**src/design/fes_pkg.sv**
```systemverilog
// Purpose: shared constants and carriers for the flash erase/program sequencer
// Assumes: 16-bit processor address, 8-bit data, one bus clock
// Notes: control register bit positions follow the flash control register layout
package fes_pkg;
    // register map
    localparam logic [15:0] FES_CTRL_ADDR = 16'hfe07;
    localparam logic [15:0] FES_BPR_ADDR = 16'hff80;
    localparam logic [7:0] FES_CTRL_RST = 8'h00;
    // control bit positions
    localparam int FES_PGM_BIT = 0;
    localparam int FES_ERASE_BIT = 1;
    localparam int FES_MARGIN_BIT = 2;
    localparam int FES_HIGH_VOLTAGE_ENABLE_BIT = 3;
    localparam int FES_BLK_LSB = 4;
    localparam int FES_FDIV_LSB = 6;
    // array map
    localparam logic [15:0] FES_USER_LO = 16'ha000;
    localparam logic [15:0] FES_USER_HI = 16'hfdff;
    localparam logic [15:0] FES_VEC_LO = 16'hffea;
    localparam logic [15:0] FES_BPR_HI = 16'hff81;
    // protection starts, one per protection bit
    localparam logic [15:0] FES_PROT3 = 16'hf000;
    localparam logic [15:0] FES_PROT2 = 16'he000;
    localparam logic [15:0] FES_PROT1 = 16'hc000;
    localparam logic [15:0] FES_PROT0 = 16'ha000;
    // margin read stretch
    localparam logic [3:0] FES_STRETCH_CYC = 4'h8;
    localparam int FES_PAGE_BYTES = 8;

    typedef enum logic [2:0] {
        FES_ER_FULL,
        FES_ER_UPPER,
        FES_ER_LOWER,
        FES_ER_EIGHT_ROW,
        FES_ER_ROW,
        FES_ER_NONE
    } fes_region_t;

    // request toward the array macro
    typedef struct packed {
        logic erase_go;
        logic program_go;
        logic [15:0] erase_lo;
        logic [15:0] erase_hi;
        logic [15:0] page_base;
    } fes_array_cmd_t;
endpackage

```
**src/design/fes_sequencer.sv**
```systemverilog
// Purpose: flash erase / smart page program / margin read sequencer
// Assumes: register port with one-cycle read latency, array reads answered in place
// Notes: array storage itself is out of scope; array data comes in on arr_rdata_i
//
// Design decision made here: the strobed register port.
`timescale 1ns/100ps
`default_nettype none
module fes_sequencer
    import fes_pkg::*;
#(
    parameter int STRETCH = int'(FES_STRETCH_CYC)
) (
    input wire logic ref_clk_i,
    input wire logic rst_i,
    input wire logic clk_en_i,
    input wire logic [15:0] addr_i,
    input wire logic [7:0] wdata_i,
    input wire logic wr_i,
    input wire logic rd_i,
    output logic [7:0] rdata_o,
    output logic rd_wait_o,
    input wire logic test_voltage_level_i,
    input wire logic [7:0] arr_rdata_i,
    output fes_array_cmd_t arr_cmd_o,
    output logic [63:0] page_data_o,
    output logic high_voltage_o,
    output logic margin_o,
    output logic pump_clk_en_o
);

    // all state of the block in one record
    typedef struct packed {
        logic [7:0] ctrl;
        logic [3:0] prot;
        logic prot_read;
        logic addr_latched;
        logic [15:0] lat_addr;
        logic [7:0] page_wmask;
        logic [63:0] page_data;
        logic [3:0] stretch_cnt;
        logic rd_wait; // registered copy of the stretch busy flag
        logic [1:0] pump_cnt;
        logic pump_en;
        logic pump_out; // registered pump enable, gated by high voltage
        logic [7:0] rdata;
        logic tv_s1;
        logic tv_s2;
        fes_array_cmd_t cmd;
    } fes_state_t;

    fes_state_t st_ff;
    fes_state_t nxt_st;

    // protection check, used for erase latch and program latch
    function automatic logic fes_protected(input logic [15:0] a, input logic [3:0] p, input logic bypass);
        logic hit;
        hit = 1'b0;
        if (!bypass) begin
            if (p[3] && a >= FES_PROT3) hit = 1'b1;
            if (p[2] && a >= FES_PROT2) hit = 1'b1;
            if (p[1] && a >= FES_PROT1) hit = 1'b1;
            if (p[0] && a >= FES_PROT0) hit = 1'b1;
        end
        return hit;
    endfunction

    // array selection test: user memory, vectors, or protection bytes
    function automatic logic fes_in_array(input logic [15:0] a);
        return (a >= FES_USER_LO && a <= FES_USER_HI) || (a >= FES_VEC_LO) ||
               (a >= FES_BPR_ADDR && a <= FES_BPR_HI);
    endfunction

    logic [7:0] ctl;
    logic in_arr;
    logic prot_hit;
    logic bypass;
    fes_region_t region;
    logic [15:0] er_lo;
    logic [15:0] er_hi;
    logic [2:0] pidx;
    logic [1:0] div_max;

    assign ctl = st_ff.ctrl;
    assign bypass = st_ff.tv_s2;
    assign in_arr = fes_in_array(addr_i);
    assign prot_hit = fes_protected(addr_i, st_ff.prot, bypass);
    assign pidx = addr_i[2:0];

    // region and erase range from the size select and write address
    always_comb begin
        region = FES_ER_NONE;
        er_lo = 16'h0000;
        er_hi = 16'h0000;
        unique case (ctl[FES_BLK_LSB +: 2])
            2'b00: begin
                region = FES_ER_FULL;
                er_lo = FES_USER_LO;
                er_hi = 16'hffff;
            end
            2'b01: begin
                if (addr_i[15:14] == 2'b11) begin
                    region = FES_ER_UPPER;
                    er_lo = FES_PROT1;
                    er_hi = 16'hffff;
                end else if (addr_i[15:14] == 2'b10) begin
                    region = FES_ER_LOWER;
                    er_lo = FES_USER_LO;
                    er_hi = 16'hbfff;
                end
            end
            2'b10: begin
                region = FES_ER_EIGHT_ROW;
                er_lo = {addr_i[15:9], 9'h000};
                er_hi = {addr_i[15:9], 9'h1ff};
            end
            2'b11: begin
                region = FES_ER_ROW;
                er_lo = {addr_i[15:6], 6'h00};
                er_hi = {addr_i[15:6], 6'h3f};
            end
        endcase
    end

    // pump divider terminal count
    always_comb begin
        unique case (ctl[FES_FDIV_LSB +: 2])
            2'b00: div_max = 2'd0;
            2'b11: div_max = 2'd3;
            default: div_max = 2'd1;
        endcase
    end

    // next-state logic
    always_comb begin
        logic [7:0] w;
        logic sets_both;
        w = wdata_i;
        sets_both = 1'b0;
        nxt_st = st_ff;
        nxt_st.tv_s1 = test_voltage_level_i;
        nxt_st.tv_s2 = st_ff.tv_s1;
        nxt_st.cmd.erase_go = 1'b0;
        nxt_st.cmd.program_go = 1'b0;
        nxt_st.rdata = 8'h00;
        // pump clock enable pulses
        if (st_ff.pump_cnt >= div_max) begin
            nxt_st.pump_cnt = 2'd0;
            nxt_st.pump_en = 1'b1;
        end else begin
            nxt_st.pump_cnt = st_ff.pump_cnt + 2'd1;
            nxt_st.pump_en = 1'b0;
        end
        // margin stretch counts down; watchdog lives elsewhere and keeps going
        if (st_ff.stretch_cnt != 4'h0) begin
            nxt_st.stretch_cnt = st_ff.stretch_cnt - 4'h1;
        end
        // control register write
        if (wr_i && addr_i == FES_CTRL_ADDR) begin
            // interlock: refuse setting one mode while the other is on or both at once
            sets_both = w[FES_PGM_BIT] && w[FES_ERASE_BIT];
            if (sets_both || (w[FES_PGM_BIT] && ctl[FES_ERASE_BIT]) ) w[FES_PGM_BIT] = 1'b0;
            if (sets_both || (w[FES_ERASE_BIT] && ctl[FES_PGM_BIT])) w[FES_ERASE_BIT] = 1'b0;
            // high voltage only with a mode, protection read and address latched
            if (!((w[FES_PGM_BIT] || w[FES_ERASE_BIT]) && st_ff.prot_read && st_ff.addr_latched)) begin
                w[FES_HIGH_VOLTAGE_ENABLE_BIT] = 1'b0;
            end
            if (w[FES_HIGH_VOLTAGE_ENABLE_BIT] || ctl[FES_HIGH_VOLTAGE_ENABLE_BIT]) w[FES_MARGIN_BIT] = 1'b0;
            // margin only while program mode is set or margin is already on
            if (!ctl[FES_PGM_BIT] && !ctl[FES_MARGIN_BIT]) w[FES_MARGIN_BIT] = 1'b0;
            // pulse edges toward the array macro
            if (w[FES_HIGH_VOLTAGE_ENABLE_BIT] && !ctl[FES_HIGH_VOLTAGE_ENABLE_BIT]) begin
                nxt_st.cmd.erase_go = w[FES_ERASE_BIT];
                nxt_st.cmd.program_go = w[FES_PGM_BIT];
            end
            // leaving a mode releases the latches
            if (!w[FES_PGM_BIT] && !w[FES_ERASE_BIT]) begin
                nxt_st.addr_latched = 1'b0;
                nxt_st.prot_read = 1'b0;
                nxt_st.page_wmask = 8'h00;
            end
            nxt_st.ctrl = w;
        end else if (wr_i && in_arr && !st_ff.addr_latched) begin
            // array write: erase address latch, or program page byte load
            if (ctl[FES_ERASE_BIT] && st_ff.prot_read) begin
                if (prot_hit || region == FES_ER_NONE) begin
                    nxt_st.ctrl[FES_ERASE_BIT] = 1'b0;
                end else begin
                    nxt_st.addr_latched = 1'b1;
                    nxt_st.lat_addr = addr_i;
                    nxt_st.cmd.erase_lo = er_lo;
                    nxt_st.cmd.erase_hi = er_hi;
                end
            end else if (ctl[FES_PGM_BIT] && st_ff.prot_read) begin
                if (prot_hit) begin
                    nxt_st.ctrl[FES_PGM_BIT] = 1'b0;
                end else if (st_ff.page_wmask == 8'h00 ||
                             addr_i[15:3] == st_ff.lat_addr[15:3]) begin
                    nxt_st.lat_addr = {addr_i[15:3], 3'b000};
                    nxt_st.cmd.page_base = {addr_i[15:3], 3'b000};
                    nxt_st.page_data[pidx*8 +: 8] = wdata_i;
                    nxt_st.page_wmask[pidx] = 1'b1;
                    if ((st_ff.page_wmask | (8'h01 << pidx)) == 8'hff) nxt_st.addr_latched = 1'b1;
                end
            end
        end
        // protection byte read latches the protection bits
        if (rd_i && addr_i == FES_BPR_ADDR) begin
            nxt_st.prot = arr_rdata_i[3:0];
            nxt_st.prot_read = ctl[FES_PGM_BIT] || ctl[FES_ERASE_BIT];
        end
        // read data path
        if (rd_i) begin
            if (addr_i == FES_CTRL_ADDR) begin
                nxt_st.rdata = ctl;
            end else begin
                nxt_st.rdata = arr_rdata_i;
                if (in_arr && ctl[FES_MARGIN_BIT]) nxt_st.stretch_cnt = 4'(STRETCH);
            end
        end
        // flags decoded from the next state, so every port leaves a flip-flop with no extra delay
        nxt_st.rd_wait = nxt_st.stretch_cnt != 4'h0;
        nxt_st.pump_out = nxt_st.pump_en & nxt_st.ctrl[FES_HIGH_VOLTAGE_ENABLE_BIT];
    end

    // state register with synchronous reset and clock enable
    always_ff @(posedge ref_clk_i) begin
        if (rst_i) begin
            st_ff <= '0;
            st_ff.ctrl <= FES_CTRL_RST;
        end else if (clk_en_i) begin
            st_ff <= nxt_st;
        end
    end

    assign rdata_o = st_ff.rdata;
    assign rd_wait_o = st_ff.rd_wait;
    assign arr_cmd_o = st_ff.cmd;
    assign page_data_o = st_ff.page_data;
    assign high_voltage_o = st_ff.ctrl[FES_HIGH_VOLTAGE_ENABLE_BIT];
    assign margin_o = st_ff.ctrl[FES_MARGIN_BIT];
    assign pump_clk_en_o = st_ff.pump_out;

    // both modes never stand together
    property p_interlock;
        @(posedge ref_clk_i) disable iff (rst_i)
        !(st_ff.ctrl[FES_PGM_BIT] && st_ff.ctrl[FES_ERASE_BIT]);
    endproperty
    a_interlock: assert property (p_interlock) else $error("program and erase both set");

    // margin and high voltage never stand together
    property p_margin_hv;
        @(posedge ref_clk_i) disable iff (rst_i)
        !(margin_o && high_voltage_o);
    endproperty
    a_margin_hv: assert property (p_margin_hv) else $error("margin with high voltage");

    // high voltage rises only with a mode and a protection read
    property p_hv_gate;
        @(posedge ref_clk_i) disable iff (rst_i)
        $rose(high_voltage_o) |-> $past(st_ff.prot_read) && (ctl[FES_PGM_BIT] || ctl[FES_ERASE_BIT]);
    endproperty
    a_hv_gate: assert property (p_hv_gate) else $error("high voltage without sequence");

    // margin array read raises wait for eight cycles
    property p_stretch;
        @(posedge ref_clk_i) disable iff (rst_i || !clk_en_i)
        (clk_en_i && rd_i && in_arr && margin_o && addr_i != FES_CTRL_ADDR) |=> rd_wait_o[*8];
    endproperty
    a_stretch: assert property (p_stretch) else $error("margin stretch too short");

    // erase row range is 64 aligned bytes
    property p_row;
        @(posedge ref_clk_i) disable iff (rst_i)
        (region == FES_ER_ROW) |-> (er_hi - er_lo == 16'h003f) && (er_lo[5:0] == 6'h00)
            && (addr_i >= er_lo) && (addr_i <= er_hi);
    endproperty
    a_row: assert property (p_row) else $error("row range wrong");

    // eight-row block is 512 aligned bytes
    property p_eight;
        @(posedge ref_clk_i) disable iff (rst_i)
        (region == FES_ER_EIGHT_ROW) |-> (er_hi - er_lo == 16'h01ff) && (er_lo[8:0] == 9'h000)
            && (addr_i >= er_lo) && (addr_i <= er_hi);
    endproperty
    a_eight: assert property (p_eight) else $error("eight-row range wrong");

    // latched page base is page aligned
    property p_page;
        @(posedge ref_clk_i) disable iff (rst_i)
        arr_cmd_o.page_base[2:0] == 3'b000;
    endproperty
    a_page: assert property (p_page) else $error("page base misaligned");

    // a protected latch write drops the erase mode next cycle
    property p_prot;
        @(posedge ref_clk_i) disable iff (rst_i)
        (clk_en_i && wr_i && in_arr && addr_i != FES_CTRL_ADDR && ctl[FES_ERASE_BIT] && st_ff.prot_read
         && !st_ff.addr_latched && prot_hit) |=> !st_ff.ctrl[FES_ERASE_BIT];
    endproperty
    a_prot: assert property (p_prot) else $error("protected erase not blocked");

endmodule
`default_nettype wire

```
**config.mk**
```make
export PLATFORM = sky130hd
export DESIGN_NAME = fes_sequencer
export DESIGN_NICKNAME = d
export VERILOG_FILES = /design/src/design/fes_pkg.sv /design/src/design/fes_sequencer.sv
export SDC_FILE = /design/constraint.sdc
export NUM_CORES = 1
export LEC_CHECK = 0
export ABC_AREA = 1
export BUFFER_PORTS_ARGS = -buffer_cell sky130_fd_sc_hd__buf_2
export CAP_MARGIN = 0
export CORE_ASPECT_RATIO = 2
export CORE_UTILIZATION = 25
export CTS_CLUSTER_DIAMETER = 120
export DETAILED_ROUTE_END_ITERATION = 7
export PLACE_DENSITY = 0.53
export SLEW_MARGIN = 20
export SYNTH_ARGS = -nofsm -noshare
export SYNTH_HDL_FRONTEND = slang
export SYNTH_SLANG_ARGS = --single-unit
```
**constraint.sdc**
```tcl
create_clock -name ref_clk_i -period 4.1 [get_ports ref_clk_i]
set_input_delay 0.205 -clock ref_clk_i [delete_from_list [all_inputs] [get_ports ref_clk_i]]
set_output_delay 0.205 -clock ref_clk_i [all_outputs]
set_load 0.01 [all_outputs]
```
==> results.sh <==
export IMPL_vias=8042
export IMPL_ir_drop_v=0.000260
export IMPL_period_minus_slack_ps=2870
export IMPL_ys_types=38
export IMPL_htreeDepth=4
export IMPL_antenna_left=0
export IMPL_routed_wl_mm=28.1
export IMPL_finalPower_mw=3.33
export IMPL_cts_tree="built"
export IMPL_ctsHoldBuffers=2
export IMPL_ioPinCount=164
export IMPL_die_y_um=270
export IMPL_grt_pass1_wl_mm=44.0
export IMPL_core_um2=35200
export IMPL_post_cts_setup_buffers=0
export IMPL_area_delta_synth_final_pct=8.86
export IMPL_synth_ff_type="dfxtp_1"
export IMPL_port_buffers=154
export IMPL_syn_cell_area_um2=8970
export IMPL_drive_above_1_share_pct=17.3
export IMPL_syn_area_per_cell_um2=6.53
export IMPL_clkSinkCount=152
export IMPL_hpwl_mm=22.1
export IMPL_power_density_nw_per_um2=341
export IMPL_fin_nets=1431
export IMPL_final_hold_violation_count=0
export IMPL_synth_edff_count=0
export IMPL_avgViaCountPerCell=4.36
export IMPL_slew_headroom_pct=28.6
export IMPL_utilization_pct=27.7
export IMPL_rows=97
export IMPL_tns_ps=0
export IMPL_hp_class="input pin to flop"
export IMPL_rsz0062_at_grt="no"
export IMPL_path_clk_slew_ps=60
export IMPL_ys_async_sr_fraction_pct=0
export IMPL_cp_required_ps=4480
export IMPL_cap_violations=0
export IMPL_dieArea_um2=36700
export IMPL_firstDrtPassIters=5
export IMPL_worstMarginPinSlew_ps=1070
export IMPL_reg2reg_depth=10
export IMPL_grt_start_max_net_pins=66
export IMPL_ys_seq_elements=152
export IMPL_syn_inst=1375
export IMPL_cts_resized=0
export IMPL_dp_slack_ps=804
export IMPL_grt_antenna_before_repair=4
export IMPL_grt_use_total_pct=15.9
export IMPL_synth_top_cell_by_area="dfxtp_1"
export IMPL_cp_start_kind="input pin"
export IMPL_initial_core_util_pct=25.5
export IMPL_finalSetupViolCount=0
export IMPL_outcome="finished, final reports clean"
export IMPL_critical_path_class="input pin to flop"
export IMPL_r2r_setup_slack_ps=1650
export IMPL_drv_slew=0
export IMPL_grt_ovfl_total=0
export IMPL_yosysWarnings=0
export IMPL_die_w_um=136
export IMPL_gp_congestion=0.905
export IMPL_worstPathArrival_ps=3250
export IMPL_path_max_fanout=24
export IMPL_drcViolationCount=0
export IMPL_first_global_vias=7805
export IMPL_ys_seq_area_share_pct=33.9
export IMPL_ys_top_cells_by_area="dfxtp_1 34%, nand2_1 13%, buf_4 10%, inv_1 8.5%, nor2_1 8.2%"
export IMPL_max_freq_mhz=348
export IMPL_post_route_period_util_pct=70.1
export IMPL_fin_skew_ps=16.8
export IMPL_root_buffer="clkbuf_16"
export IMPL_worstSetupEndpointType="flop"
export IMPL_cts_buffers=17
export IMPL_clk_latency_ps=450
export IMPL_clk_path_buf_depth=2
export IMPL_drt_iter0_drc=417
export IMPL_startpoint="addr_i[0]"
export IMPL_fin_ws_ps=1230
export IMPL_wl_per_cell_um=15.3
export IMPL_yosysTopAreaCellShare_pct=33.9
export IMPL_worst_r2r_startpoint="st_ff[137]"
export IMPL_p_leak_nw=4.71
-- metrics by stage --
stage | area, um^2 | hold WS [ps] | std cells
after CTS | 9760 | 28.2 | 1842
after floorplan | 9000 | 333 | 1383
after global routing | 9770 | 52.2 | 1844
after detailed placement | 9190 | 457 | 1808
after global placement | 9190 | 454 | 1808
final | 9770 | 43.3 | 1844
-- layer usage --
metal / GRT usage, % / vias to the layer above / wire [um]
met5: 0 / - / 23
met4: 7.49 / 4 / 790
met3: 3.02 / 42 / 1120
met2: 31.7 / 173 / 16400
met1: 14.9 / 3633 / 9780
li1: - / 4190 / -
-- cell usage in the layout (no fill, tap or decap), drive strengths merged, types with 15 or more instances in the layout --
| cell | n |
|---|---|
| nand3 | 31 |
| o21ai | 73 |
| inv | 222 |
| nor4 | 15 |
| nand4 | 74 |
| nor2 | 206 |
| buf | 165 |
| nor3 | 30 |
| clkbuf | 19 |
| dfxtp | 152 |
| nand2 | 303 |
| a21oi | 58 |
-- cell families (layout without fill, tap and decap cells) --
kind of cell | after synthesis | in the layout | synth area share, %
XOR/XNOR | 3 | 3 | 0.293
buffers and inverters | 404 | 418 | 22.8
adder cells (fa/ha/maj) | 9 | 9 | 1.26
flip-flops | 152 | 152 | 33.9
AO/OA/AOI/OAI | 140 | 140 | 8.02
AND/OR/NAND/NOR | 666 | 666 | 33.7
other | 1 | 11 | 0.0418
-- cell type report --
class / instances / area (um^2)
multi-input cells: 827 / 3910
clock inverters: 13 / 121
clock buffers: 19 / 433
diodes: 2 / 5.00
flip-flops and latches: 152 / 3040
well taps: 445 / 557
fillers: 3962 / 25400
inverters: 219 / 822
repair buffers: 167 / 873
-- worst min path at each step --
stage,start,end,slack (ps),cells past startpoint
2_1_floorplan,arr_rdata_i[1],st_ff[160],330,2
3_3_place_gp,arr_cmd_o[15],arr_cmd_o[15],450,2
3_5_place_dp,arr_cmd_o[15],arr_cmd_o[15],460,2
4_1_cts,arr_rdata_i[3],st_ff[162],30,3
5_1_grt,arr_rdata_i[3],st_ff[162],50,3
6_report,arr_rdata_i[3],st_ff[162],40,3
-- worst max-delay path, stage by stage --
cell and delay, ps:
buf_2 370, inv_2 260, ha_1 310, ha_1 400, nor2_2 460, inv_2 80, nor2_2 680, nand3_4 220
nand2_1 110, inv_1 40, nor2_1 90
-- synthesized netlist by cell type, drive strengths merged (5+ instances only) --
| master | number |
|---|---|
| a21oi | 58 |
| buf | 156 |
| clkbuf | 29 |
| dfxtp | 152 |
| ha | 9 |
| inv | 219 |
| nand2 | 303 |
| nand3 | 31 |
| nand4 | 74 |
| nor2 | 206 |
| nor3 | 30 |
| nor3b | 5 |
| nor4 | 15 |
| o21ai | 73 |
-- power breakdown --
| group | internal [mW] | total [mW] | switching (mW) |
|---|---|---|---|
| Combinational | 0.0818 | 0.314 | 0.232 |
| Sequential | 1.49 | 1.49 | 0.00657 |
| Clock | 0.838 | 1.52 | 0.683 |
| Total | 2.41 | 3.33 | 0.922 |
No activity file was read; power rests on OpenSTA's default activity.
